File: src/eds_params.svh
/*
 Constants for the extended data space page translator: widths, the low
 always-reachable range, page register reset value and the zero page code.
 Assumes it is included by the package and the design modules only.
*/
`ifndef EDS_PARAMS_SVH
`define EDS_PARAMS_SVH

// widths of base address, page number and in-page offset
`define BASE_W 16
`define PAGE_W 10
`define OFS_W 15
`define EXT_W 25

// field position of the base address msb that selects the paged half
`define BASE_MSB_POS 15

// low range that is always reachable through page 0
`define LOW_FIRST 16'h0000
`define LOW_LAST 16'h2fff

// page register values
`define PAGE_RESET 10'h001
`define PAGE_ZERO 10'h000

`endif

File: src/eds_pkg.sv
/*
 Types shared by the page translator and its page register holder.
 Assumes eds_params.svh is on the include path.
*/
`include "eds_params.svh"

package eds_pkg;

	typedef logic [`BASE_W-1:0] base_addr_t;
	typedef logic [`PAGE_W-1:0] page_t;
	typedef logic [`OFS_W-1:0] offset_t;
	typedef logic [`EXT_W-1:0] ext_addr_t;

	// how an access is routed, one-hot
	typedef enum logic [2:0] {
		KIND_IDLE = 3'b001,
		KIND_LOW = 3'b010,
		KIND_PAGED = 3'b100
	} acc_kind_t;

endpackage

File: src/page_hold.sv
/*
 One data page register: resets to page one and refuses a load of zero.
 Assumes the load strobe and data are synchronous to clk.
*/
`include "eds_params.svh"

module page_hold
	import eds_pkg::*;
(
	input wire logic clk,
	input wire logic rstn,
	input wire logic load,
	input wire page_t load_data,
	output page_t page_r
);

	page_t page_nxt;
	logic load_ok;

	// a zero load is dropped, the old page stays
	// ignore zero clear
	assign load_ok = load && (load_data != `PAGE_ZERO);
	assign page_nxt = load_ok ? load_data : page_r;

	// page register, page one after reset
	// reset to one
	always_ff @(posedge clk) begin
		if (!rstn) begin
			page_r <= `PAGE_RESET;
		end else begin
			page_r <= page_nxt;
		end
	end
endmodule

File: src/eds_translate.sv
/*
 Extended data space translator: turns a 16-bit base address plus the
 read or write page register into an extended address, or an address
 error trap request. Result appears one clock after the access.
 Assumes the load/store unit presents one access per cycle on acc_valid
 and that page loads come from the core's register write path.
*/
// Behaviour
// - base addresses 0x0000 to 0x2fff are reachable whatever the page registers hold.
// - with the base msb at 0 the access is page 0, landing at 0x000000 to 0x002fff for the low range.
// - page 0 is never reached through the upper base half 0x8000 to 0xffff.
// - reset loads both the read and write page registers with one.
// - an upper-half access while the chosen page register is zero raises an address error trap.
// - a software load of zero into a page register is ignored.
// - every page except 0 is reached only by a base address with msb 1 plus a page value.
// - page N maps the upper base half onto the 32 Kbyte window starting at N times 0x8000.
`include "eds_params.svh"

module eds_translate
	import eds_pkg::*;
(
	input wire logic clk,
	input wire logic rstn,
	input wire logic acc_valid,
	input wire logic acc_write,
	input wire base_addr_t base_addr,
	input wire logic read_page_load,
	input wire logic write_page_load,
	input wire page_t page_load_data,
	output logic ext_valid_r,
	output logic ext_write_r,
	output logic ext_paged_r,
	output ext_addr_t ext_addr_r,
	output logic addr_error_r,
	output page_t data_read_page_reg,
	output page_t data_write_page_reg
);

	page_t page_q [2];
	logic [1:0] page_load;
	logic base_addr_msb;
	page_t sel_page;
	offset_t offset;
	acc_kind_t kind;
	logic page_bad;
	ext_addr_t ext_addr_nxt;
	logic ext_valid_nxt;
	logic addr_error_nxt;
	logic ext_paged_nxt;

	assign page_load[0] = read_page_load;
	assign page_load[1] = write_page_load;

	// index 0 is the read page, index 1 the write page
	generate
		for (genvar i = 0; i < 2; i++) begin : g_page
			page_hold u_page (
				.clk(clk),
				.rstn(rstn),
				.load(page_load[i]),
				.load_data(page_load_data),
				.page_r(page_q[i])
			);
		end
	endgenerate

	// classify the access by the base msb
	// paged only with msb
	assign base_addr_msb = base_addr[`BASE_MSB_POS];
	assign kind = !acc_valid ? KIND_IDLE : (base_addr_msb ? KIND_PAGED : KIND_LOW);

	assign sel_page = acc_write ? page_q[1] : page_q[0];
	assign offset = base_addr[`OFS_W-1:0];

	assign page_bad = (sel_page == `PAGE_ZERO);

	// address and status for the next cycle
	always_comb begin
		ext_addr_nxt = '0;
		ext_valid_nxt = 1'b0;
		addr_error_nxt = 1'b0;
		ext_paged_nxt = 1'b0;
		unique case (kind)
			KIND_IDLE: begin
				ext_addr_nxt = '0;
			end
			KIND_LOW: begin
				ext_addr_nxt = {`PAGE_ZERO, offset};
				ext_valid_nxt = 1'b1;
			end
			KIND_PAGED: begin
				ext_addr_nxt = {sel_page, offset};
				ext_valid_nxt = !page_bad;
				addr_error_nxt = page_bad;
				ext_paged_nxt = 1'b1;
			end
			default: begin
				ext_addr_nxt = '0;
			end
		endcase
	end

	// registered result, one cycle after the access
	always_ff @(posedge clk) begin
		if (!rstn) begin
			ext_valid_r <= 1'b0;
			ext_write_r <= 1'b0;
			ext_paged_r <= 1'b0;
			ext_addr_r <= '0;
			addr_error_r <= 1'b0;
		end else begin
			ext_valid_r <= ext_valid_nxt;
			ext_write_r <= acc_valid && acc_write;
			ext_paged_r <= ext_paged_nxt;
			ext_addr_r <= ext_addr_nxt;
			addr_error_r <= addr_error_nxt;
		end
	end

	// page registers shown to the core, registered copies
	always_ff @(posedge clk) begin
		if (!rstn) begin
			data_read_page_reg <= `PAGE_RESET;
			data_write_page_reg <= `PAGE_RESET;
		end else begin
			data_read_page_reg <= page_q[0];
			data_write_page_reg <= page_q[1];
		end
	end
endmodule

File: config.mk
export PLATFORM = sky130hd
export DESIGN_NAME = eds_translate
export DESIGN_NICKNAME = d
export VERILOG_FILES = /design/src/eds_pkg.sv /design/src/page_hold.sv /design/src/eds_translate.sv
export VERILOG_INCLUDE_DIRS = /design/src
export SDC_FILE = /design/constraint.sdc
export NUM_CORES = 1
export LEC_CHECK = 0
export ABC_AREA = 1
export BUFFER_PORTS_ARGS = -buffer_cell sky130_fd_sc_hd__buf_4
export CORE_MARGIN = 5
export CORE_UTILIZATION = 49
export DETAILED_ROUTE_END_ITERATION = 8
export PLACE_DENSITY = 0.82
export SLEW_MARGIN = 40
export SYNTH_ARGS = -nofsm -noshare
export SYNTH_HDL_FRONTEND = slang
export SYNTH_SLANG_ARGS = --single-unit
File: constraint.sdc
create_clock -name clk -period 1.26 [get_ports clk]
set_input_delay 0.378 -clock clk [delete_from_list [all_inputs] [get_ports clk]]
set_output_delay 0.378 -clock clk [all_outputs]
set_load 0.01 [all_outputs]
; Yosys cells after proc, flatten, opt, wreduce, memory -nomap -nowiden
; Cells that the tools add are included.
; W data, S select, Z words.
[totals]
ff_bits = 69
inputBits = 32
word_cells = 24
[op_classes]
n_eq_ne = 2
n_mux = 6
reduce_logical = 7
[op_table]
columns = operator, count
row1 = $pmux W25 S2, 1
row2 = $logic_not A10 Y1, 1
row3 = $mux W10, 1
row4 = $reduce_bool A10 Y1, 1
row5 = $mux W3, 2
row6 = $eq A3 B2 Y1 const B, 1
row7 = $eq A3 B3 Y1 const B, 1
row8 = $logic_and A1 B1 Y1, 3
row9 = $pmux W1 S2, 1
row10 = $reduce_and A2 Y1, 1
row11 = $logic_not A1 Y1, 1
row12 = $mux W1, 1

; Longest topological paths before layout
; Gate-level depths: netlist of the first run.
[depth]
word_depth = 4
ltp_mapped = 8
ltp_nobuf = 8

; Cells and area by module
; Synthesis of the first run repeated with hierarchy kept, for this count alone.
[hier_totals]
cells_unflattened = 348
area_unflattened_um2 = 2544.9
[by_module_without_submodules]
columns = mod, n_inst, cells_per_inst, area_each_um2
row1 = eds_translate, 1, 196, 1559.0
row2 = page_hold, 2, 76, 493.0

; Worst setup path after synthesis of the first run
; Ideal clock, no wire load.
[synth_timing]
kind = input -> register
startpoint = input port page_load_data[9]
endpoint = register g_page[1].u_page.page_r[0]
arrival_ps = 1027
t_required_ps = 1127
slack_ps = 100
stages = 7
path_cell_list = nor2_1 -> nand2_1 -> nor2_2 -> nand2_4 -> buf_6 -> nand3_1 -> nand3_1
[synth_via]
elab_chain_cells = 2
[synth_lines]
columns = item, line
row1 = "start, declared", eds_translate.sv:29  ; input wire page_t page_load_data,
row2 = $reduce_bool A10 Y1 (no source line), n/a
row3 = $logic_and A1 B1 Y1, page_hold.sv:22  ; assign load_ok = load && (load_data != `PAGE_ZERO);
row4 = "end signal, assigned", page_hold.sv:29  ; page_r <= `PAGE_RESET;
row5 = "end signal, assigned", page_hold.sv:31  ; page_r <= page_nxt;
row6 = "end, declared", page_hold.sv:14  ; output page_t page_r
; Every way passes these cells.
; A chain may end at the register's enable or synchronous reset.

; Final worst setup path of the first run
[layout_timing]
startpoint = register data_write_page_reg[0]
endpoint = output port data_write_page_reg[0]
[layout_lines]
columns = item, line
row1 = "start, declared", eds_translate.sv:36  ; output page_t data_write_page_reg
row2 = "start signal, assigned", eds_translate.sv:124  ; data_write_page_reg <= `PAGE_RESET;
row3 = "start signal, assigned", eds_translate.sv:127  ; data_write_page_reg <= page_q[1];
; No word-level cell between the ends.

==> results of run 1 <==
## per-stage QoR
step                total power (W)  hold slack [ns]  std cells  utilization [%]  cell area [sq um]
floorplan                  0.002638           0.4128        319                -               2422
global placement           0.002881           0.4396        466            66.18               3147
detailed placement         0.002897           0.4378        466            66.18               3147
CTS                        0.004698           0.2461        482            70.63               3358
global route               0.004882           0.2428        482            70.63               3358
finish                     0.004662           0.2576        482            70.63               3358
## worst reg2reg max path, cell delays in order, from the launching register on
cell	delay, ns
dfxtp_1	0.34
inv_1	0.07
nand2_1	0.06
nand2_1	0.08
nand2_1	0.06
nor2_1	0.12
nand3_1	0.10
nor2_1	0.14
## metal layers
layer	vias up	global-route usage, %	wire length (um)	part of all wire, %
li1	1114	-	-	-
met1	928	19.10	2355	43
met2	85	30.13	2615	48
met3	6	6.166	420	7.7
met4	0	9.122	74	1.4
met5	-	0	0	0
## worst paths after layout
kind,depth (start not counted),end
worst min register to register,2,data_write_page_reg[1]
worst min-delay path,3,ext_addr_r[7]
worst max register to register,7,addr_error_r
worst max-delay path,1,data_write_page_reg[0]
## cells in the mapped netlist, drive strengths merged
| master | instances | area [sq um] |
|---|---|---|
| nor2 | 69 | 274.0 |
| inv | 63 | 236.5 |
| nand3 | 26 | 140.1 |
| buf | 7 | 52.54 |
| o21ai | 5 | 25.02 |
| a21oi | 2 | 10.01 |
| clkbuf | 4 | 15.01 |
| nand2 | 74 | 287.8 |
| dfxtp | 69 | 1381 |
## layout by cell type, fill, tap and decap left out
cell type / instances
a21oi_1: 2
buf_12: 2
buf_4: 89
bufinv_16: 1
clkbuf_1: 1
clkbuf_8: 12
clkinv_2: 1
clkinvlp_4: 1
dfxtp_1: 69
inv_1: 56
inv_2: 7
nand2_1: 72
nand2_2: 1
nand2_4: 1
nand3_1: 24
nand3_2: 2
nor2_1: 63
nor2_2: 6
o21ai_1: 5
## power by group through the flow
stage / clock network (W) / logic (W) / registers, W
3_3_place_gp: 0 / 0.000496 / 0.00239
2_1_floorplan: 0 / 0.000233 / 0.00241
4_1_cts: 0.00185 / 0.000512 / 0.00234
3_5_place_dp: 0 / 0.000508 / 0.00239
5_1_grt: 0.00197 / 0.000565 / 0.00235
6_report: 0.00181 / 0.000509 / 0.00234
## cells by family after synthesis
| logic type | Yosys count | synth area share (%) |
|---|---|---|
| buf+inv | 74 | 12.55 |
| flops | 69 | 57.02 |
| compound gates | 7 | 1.446 |
| simple gates | 169 | 28.98 |
## area by class of cell
cell class / count / area share (%)
well taps: 67 / 2.496
inverters: 63 / 7.042
flip-flops and latches: 69 / 41.13
repair buffers: 91 / 21.09
clock inverters: 3 / 1.267
multi-input cells: 176 / 21.94
clock buffers: 13 / 5.030
==> summary.md, run 1 <==
| Metric | Value |
|---|---|
| Unrepaired setup endpoints after global routing | `no` |
| Routed WL | `about 5500 um` |
| Max IR drop VDD | `just under 0.8 mV` |
| Clk pwr share | `between 30% and 40%` |
| Flop pwr share | `50.2%` |
| Remaining Overflow, GRT | `0` |
| Post-route ant nets | `0` |
| Crit path time final | `roughly 1.2 ns` |
| Hold/Removal Path Class | `input port to flip-flop` |
| Via density | `roughly 4.4` |
| Layout fillers | `between 300 and 400` |
| Post-Syn Area | `around 2400 sq um` |
| Die footprint | `~6400 sq um` |
| Switching power | `~0.0011 W` |
| Setup violators final | `0` |
| Core Box Area | `approximately 4800 sq um` |
| Syn_nets | `351` |
| Vias in the first global route | `roughly 2.0k` |
| Detailed-router iteration count before antenna repair | `4` |
| Worst path slowest cell | `dfxtp_1` |
| DRC | `0` |
| Nets | `approximately 440` |
| GRT Util Overall | `17.63%` |
| Max reg flops | `25` |
| H-tree depth | `3` |
| Relative slew slack | `between 70% and 80%` |
| Post-synthesis sequential element count | `69` |
| Part of the cycle the worst path needs | `between 90% and 100%` |
| Largest net degree at the start of global routing | `between 40 and 50` |
| Die H | `between 80 and 90 um` |
| Antenna Cells | `0` |
| Setup bufs post-CTS | `0` |
| Longest Clk Path Bufs | `2` |
| Clk_lat worst skew | `~0.33 ns` |
| WS Path Type | `flip-flop to output pin` |
| Layout area overhead | `38.64%` |
| Worst path max stage delay | `about 0.31 ns` |
| Final hold violation count | `0` |
| Fmax | `slightly below 900 MHz` |
| DP HPWL | `between 4000 and 5000 um` |
| # port buffers | `80` |
| CP arrival | `0.78 ns` |
| Initial DRC Count | `95` |
| Chip width | `about 80 um` |
| Layout cells sized above 1 | `between 20 and 30%` |
| First-pass GRT wire length | `around 8600 um` |
| CP Cell Sequence | `buf_4` |
| Int Pwr | `0.003607 W` |
| FF-to-FF setup slack | `about 0.22 ns` |
| Max Cap Viol | `0` |
| Row count | `25` |
| Initial Util | `50.95%` |
| IO Pins | `81` |
| TritonCTS buffer count | `9` |
| CP Launch Type | `flip-flop` |
| Worst Setup SP | `data_write_page_reg[0]` |
| Share of the yosys chip area belonging to registers | `57.02%` |
| Pleak | `around 1.9 nW` |
| CTS root buf | `clkbuf_8` |
| Fin worst setup slack | `between 0.1 and 0.15 ns` |
| CTS tree | `yes` |
| Initial antenna violation count | `0` |
| Hold_buf cts | `0` |
| Worst endpoint required time | `0.88 ns` |
| Pwr dens | `between 1000 and 1500 nW/um^2` |
| Gate power share | `approximately 11%` |
| FF-to-FF Start | `g_page[1].u_page.page_r[4]` |
| Largest Register | `ext_addr_r` |
| CP top delay family | `flip-flops` |
| Worst Max-Slew Pin Slew | `between 0.4 and 0.5 ns` |
| Clock sinks | `a little under 70` |
| Multi-input logic area | `between 700 and 800 sq um` |
| Outcome | `finished, final reports clean` |
| Buf+Inv Stages, Crit Path | `1` |
| Cell variety after synth | `16` |
| Worst min-delay path startpoint | `base_addr[7]` |
| WL per Instance | `approximately 11 um` |
| Max Clock Skew | `around 0.005 ns` |
| Vias | `~2.1k` |
| Switching Fraction | `22.63%` |
| Worst-path clk slew | `0.07 ns` |
| Top flop regs | `ext_addr_r (25), g_page.u_page.page_r (20)` |
| Pins Over Slew Limit | `0` |
| Setup TNS | `0 ns` |
| CP max FO | `1` |
| Register area | `around 1400 sq um` |
| Placer congestion estimate | `~0.8` |
| Worst Setup End Kind | `output pin` |
| Avg Cell Area, Syn | `roughly 7.6 sq um` |
| Synth warn | `0` |
| DP Worst Slack | `-0.08185 ns` |
| CTS resizes | `0` |
| Cells after synthesis | `roughly 320` |
Power figures use the tool's default switching activity.
==> run 2, diff against run 1 <==
Settings changed: ABC_AREA 1 to unset, CORE_UTILIZATION 49 to 48, PLACE_DENSITY 0.82 to 0.81.
==> summary.md, run 2 <==
| Metric | Value |
|---|---|
| Nets | `between 300 and 400` |
| Antenna Cells | `0` |
| Largest net degree at the start of global routing | `23` |
| Die H | `between 70 and 80 um` |
| Max Clock Skew | `around 0.0046 ns` |
| Worst endpoint required time | `roughly 1.5 ns` |
| Most common cell after layout, fill and taps aside | `buf_4` |
| Ys flop type | `dfxtp_1` |
| Initial DRC Count | `102` |
| First-pass GRT wire length | `about 9200 um` |
| Pwr dens | `1559 nW/um^2` |
| Core Box Area | `around 4700 sq um` |
| Clock sinks | `69` |
| Initial antenna violation count | `0` |
| Worst Setup SP | `page_load_data[5]` |
| DP HPWL | `4162 um` |
| WS Path Type | `input port to flip-flop` |
| CP max FO | `12` |
| R2R cell count | `3` |
| Gate power share | `under 10%` |
| Share of the yosys chip area belonging to registers | `60.49%` |
| Die footprint | `6236 sq um` |
| Vias | `about 2k` |
| Count leader, synth | `dfxtp_1` |
| WL per Instance | `15.12 um` |
| CTS root buf | `clkbuf_8` |
| CTS tree | `yes` |
| Via density | `5.211` |
| Layout fillers | `roughly 350` |
| Placer congestion estimate | `approximately 0.80` |
| EDFF count, synth | `0` |
| Commonest cells post-synth | `69 x dfxtp_1, 18 x nand2_1, 16 x and3_1, 14 x inv_1` |
| IO Pins | `81` |
| Max reg flops | `25` |
| Detailed-router iteration count before antenna repair | `4` |
| Most frequent cells in the layout | `98 x buf_4, 69 x dfxtp_1, 18 x nand2_1` |
| Cell variety after synth | `25` |
| # port buffers | `80` |
| Switching Fraction | `between 20% and 30%` |
| Vias in the first global route | `1920` |
| Unrepaired setup endpoints after global routing | `no` |
| Setup violators final | `0` |
| H-tree depth | `3` |
| CP Launch Type | `input port` |
| Row count | `25` |
| Share of the synthesized area in the top cell type | `60.49%` |
| Top post-synthesis cells by area | `dfxtp_1 60%, and3_1 4.4%, mux2i_1 4.4%` |
| FF-to-FF Start | `g_page[1].u_page.page_r[9]` |
| Avg Cell Area, Syn | `about 10 sq um` |
| Top flop regs | `ext_addr_r (25), g_page.u_page.page_r (20)` |
| Setup TNS | `0 ns` |
| Int Pwr | `approximately 0.0041 W` |
| Clk pwr share | `between 40% and 50%` |
| Setup bufs post-CTS | `0` |
| DRC | `0` |
| Clk_lat worst skew | `approximately 0.34 ns` |
| Pins Over Slew Limit | `0` |
| TritonCTS buffer count | `9` |
| Relative slew slack | `around 73%` |
| Max Cap Viol | `0` |
| Worst Setup End Kind | `flip-flop` |
| Ys async rst share | `0%` |
| Fmax | `between 800 and 900 MHz` |
| Routed WL | `about 5700 um` |
| Syn_nets | `about 250` |
| Register area | `between 1000 and 1500 sq um` |
| Worst Max-Slew Pin Slew | `approximately 0.4 ns` |
| Post-route ant nets | `0` |
| Cells after synthesis | `220` |
| Cell accounting for the most synthesized area | `dfxtp_1` |
| Post-synthesis sequential element count | `69` |
| Layout area overhead | `44.88%` |
| Synth warn | `0` |
| Longest Clk Path Bufs | `2` |
| Worst hold slack | `~0.27 ns` |
| R2R Path End | `ext_valid_r` |
| Part of the cycle the worst path needs | `approximately 95%` |
| Flop pwr share | `about 45%` |
| Multi-input logic area | `approximately 800 sq um` |
| Hold/Removal Path Class | `input port to flip-flop` |
| Post-Syn Area | `about 2300 sq um` |
| Pleak | `roughly 1.6 nW` |
| Worst-path clk slew | `~0.070 ns` |
| Crit path time final | `~1.2 ns` |
| CP arrival | `around 1.4 ns` |
| DP Worst Slack | `-0.3031 ns` |
| Remaining Overflow, GRT | `0` |
| Switching power | `0.001073 W` |
| CP Capture Point | `g_page[1].u_page.page_r[3]` |
| GRT Util Overall | `19.72%` |
| Layout cells sized above 1 | `between 30% and 40%` |
| Max IR drop VDD | `0.8619 mV` |
| Final hold violation count | `0` |
| Fin worst setup slack | `roughly 0.066 ns` |
| Chip width | `78.97 um` |
| FF-to-FF setup slack | `~0.15 ns` |
| Initial Util | `48.99%` |
| Outcome | `finished, final reports clean` |
| Largest Register | `ext_addr_r` |
## run 2: cell count changes after synthesis, sizes merged, moves of 7 or more
| cell | change |
|---|---|
| clkbuf | +7 |
| inv | -49 |
| nor2 | -58 |
| a311oi | +10 |
| and2 | +10 |
| nand2 | -56 |
| a21oi | +9 |
| and3 | +16 |
| mux2i | +10 |
| o221ai | +8 |
| nand3 | -14 |
## run 2: power by group through the flow
stage / registers [W] / clock network (W) / logic (W)
final: 0.00232 / 0.00237 / 0.000459
after global routing: 0.00233 / 0.00250 / 0.000506
after CTS: 0.00232 / 0.00241 / 0.000462
after detailed placement: 0.00237 / 0 / 0.000459
after global placement: 0.00237 / 0 / 0.000448
after floorplan: 0.00239 / 0 / 0.000172
## run 2: kinds of logic after synthesis
logic type,Yosys count,share of synthesized area (%)
AO/OA/AOI/OAI,33,10.52
AND/OR/NAND/NOR,80,19.67
multiplexers,10,4.384
buffers and inverters,28,4.931
flip-flops,69,60.49
## run 2: how the worst min path moves through the flow
stage,start,cells after the start,slack [ns],endpoint
final,base_addr[10],2,0.27,ext_addr_r[10]
after global routing,base_addr[11],2,0.25,ext_addr_r[11]
after CTS,base_addr[11],2,0.25,ext_addr_r[11]
after detailed placement,g_page[1].u_page.page_r[5],2,0.49,data_write_page_reg[5]
after global placement,g_page[1].u_page.page_r[5],2,0.48,data_write_page_reg[5]
after floorplan,g_page[0].u_page.page_r[4],2,0.46,data_read_page_reg[4]
## run 2: routing by layer
metal | wire length, um | GRT usage [%]
met1 | 2278 | 23.08
met2 | 2885 | 31.65
met3 | 338 | 4.989
met4 | 170 | 13.40
met5 | 0 | 0
## run 2: worst max-delay path, stage by stage
cell and delay, ns:
buf_4 0.13, nor4_2 0.33, nand3_2 0.27, a311oi_1 0.32
## run 2: per-stage QoR
| stage | cells | power (W) | cell area (sq um) | util [%] |
|---|---|---|---|---|
| final | 375 | 0.005159 | 3308 | 70.98 |
| after detailed placement | 359 | 0.002831 | 3030 | 65.02 |
| after global routing | 375 | 0.005345 | 3308 | 70.98 |
| after CTS | 375 | 0.005194 | 3302 | 70.85 |
| after floorplan | 220 | 0.002562 | 2283 | - |
| after global placement | 359 | 0.002817 | 3030 | 65.02 |
## run 2: what timing repair did
item                       CTS  global route
gates resized for setup      0             1
hold buffers                 0             0
setup endpoints to repair    0             3
## run 2: area by class of cell
type / count / share of cell area (%)
inverters: 15 / 1.702
flip-flops and latches: 69 / 41.75
multi-input cells: 123 / 24.05
clock buffers: 10 / 4.160
well taps: 54 / 2.042
clock inverters: 6 / 4.047
repair buffers: 98 / 22.24
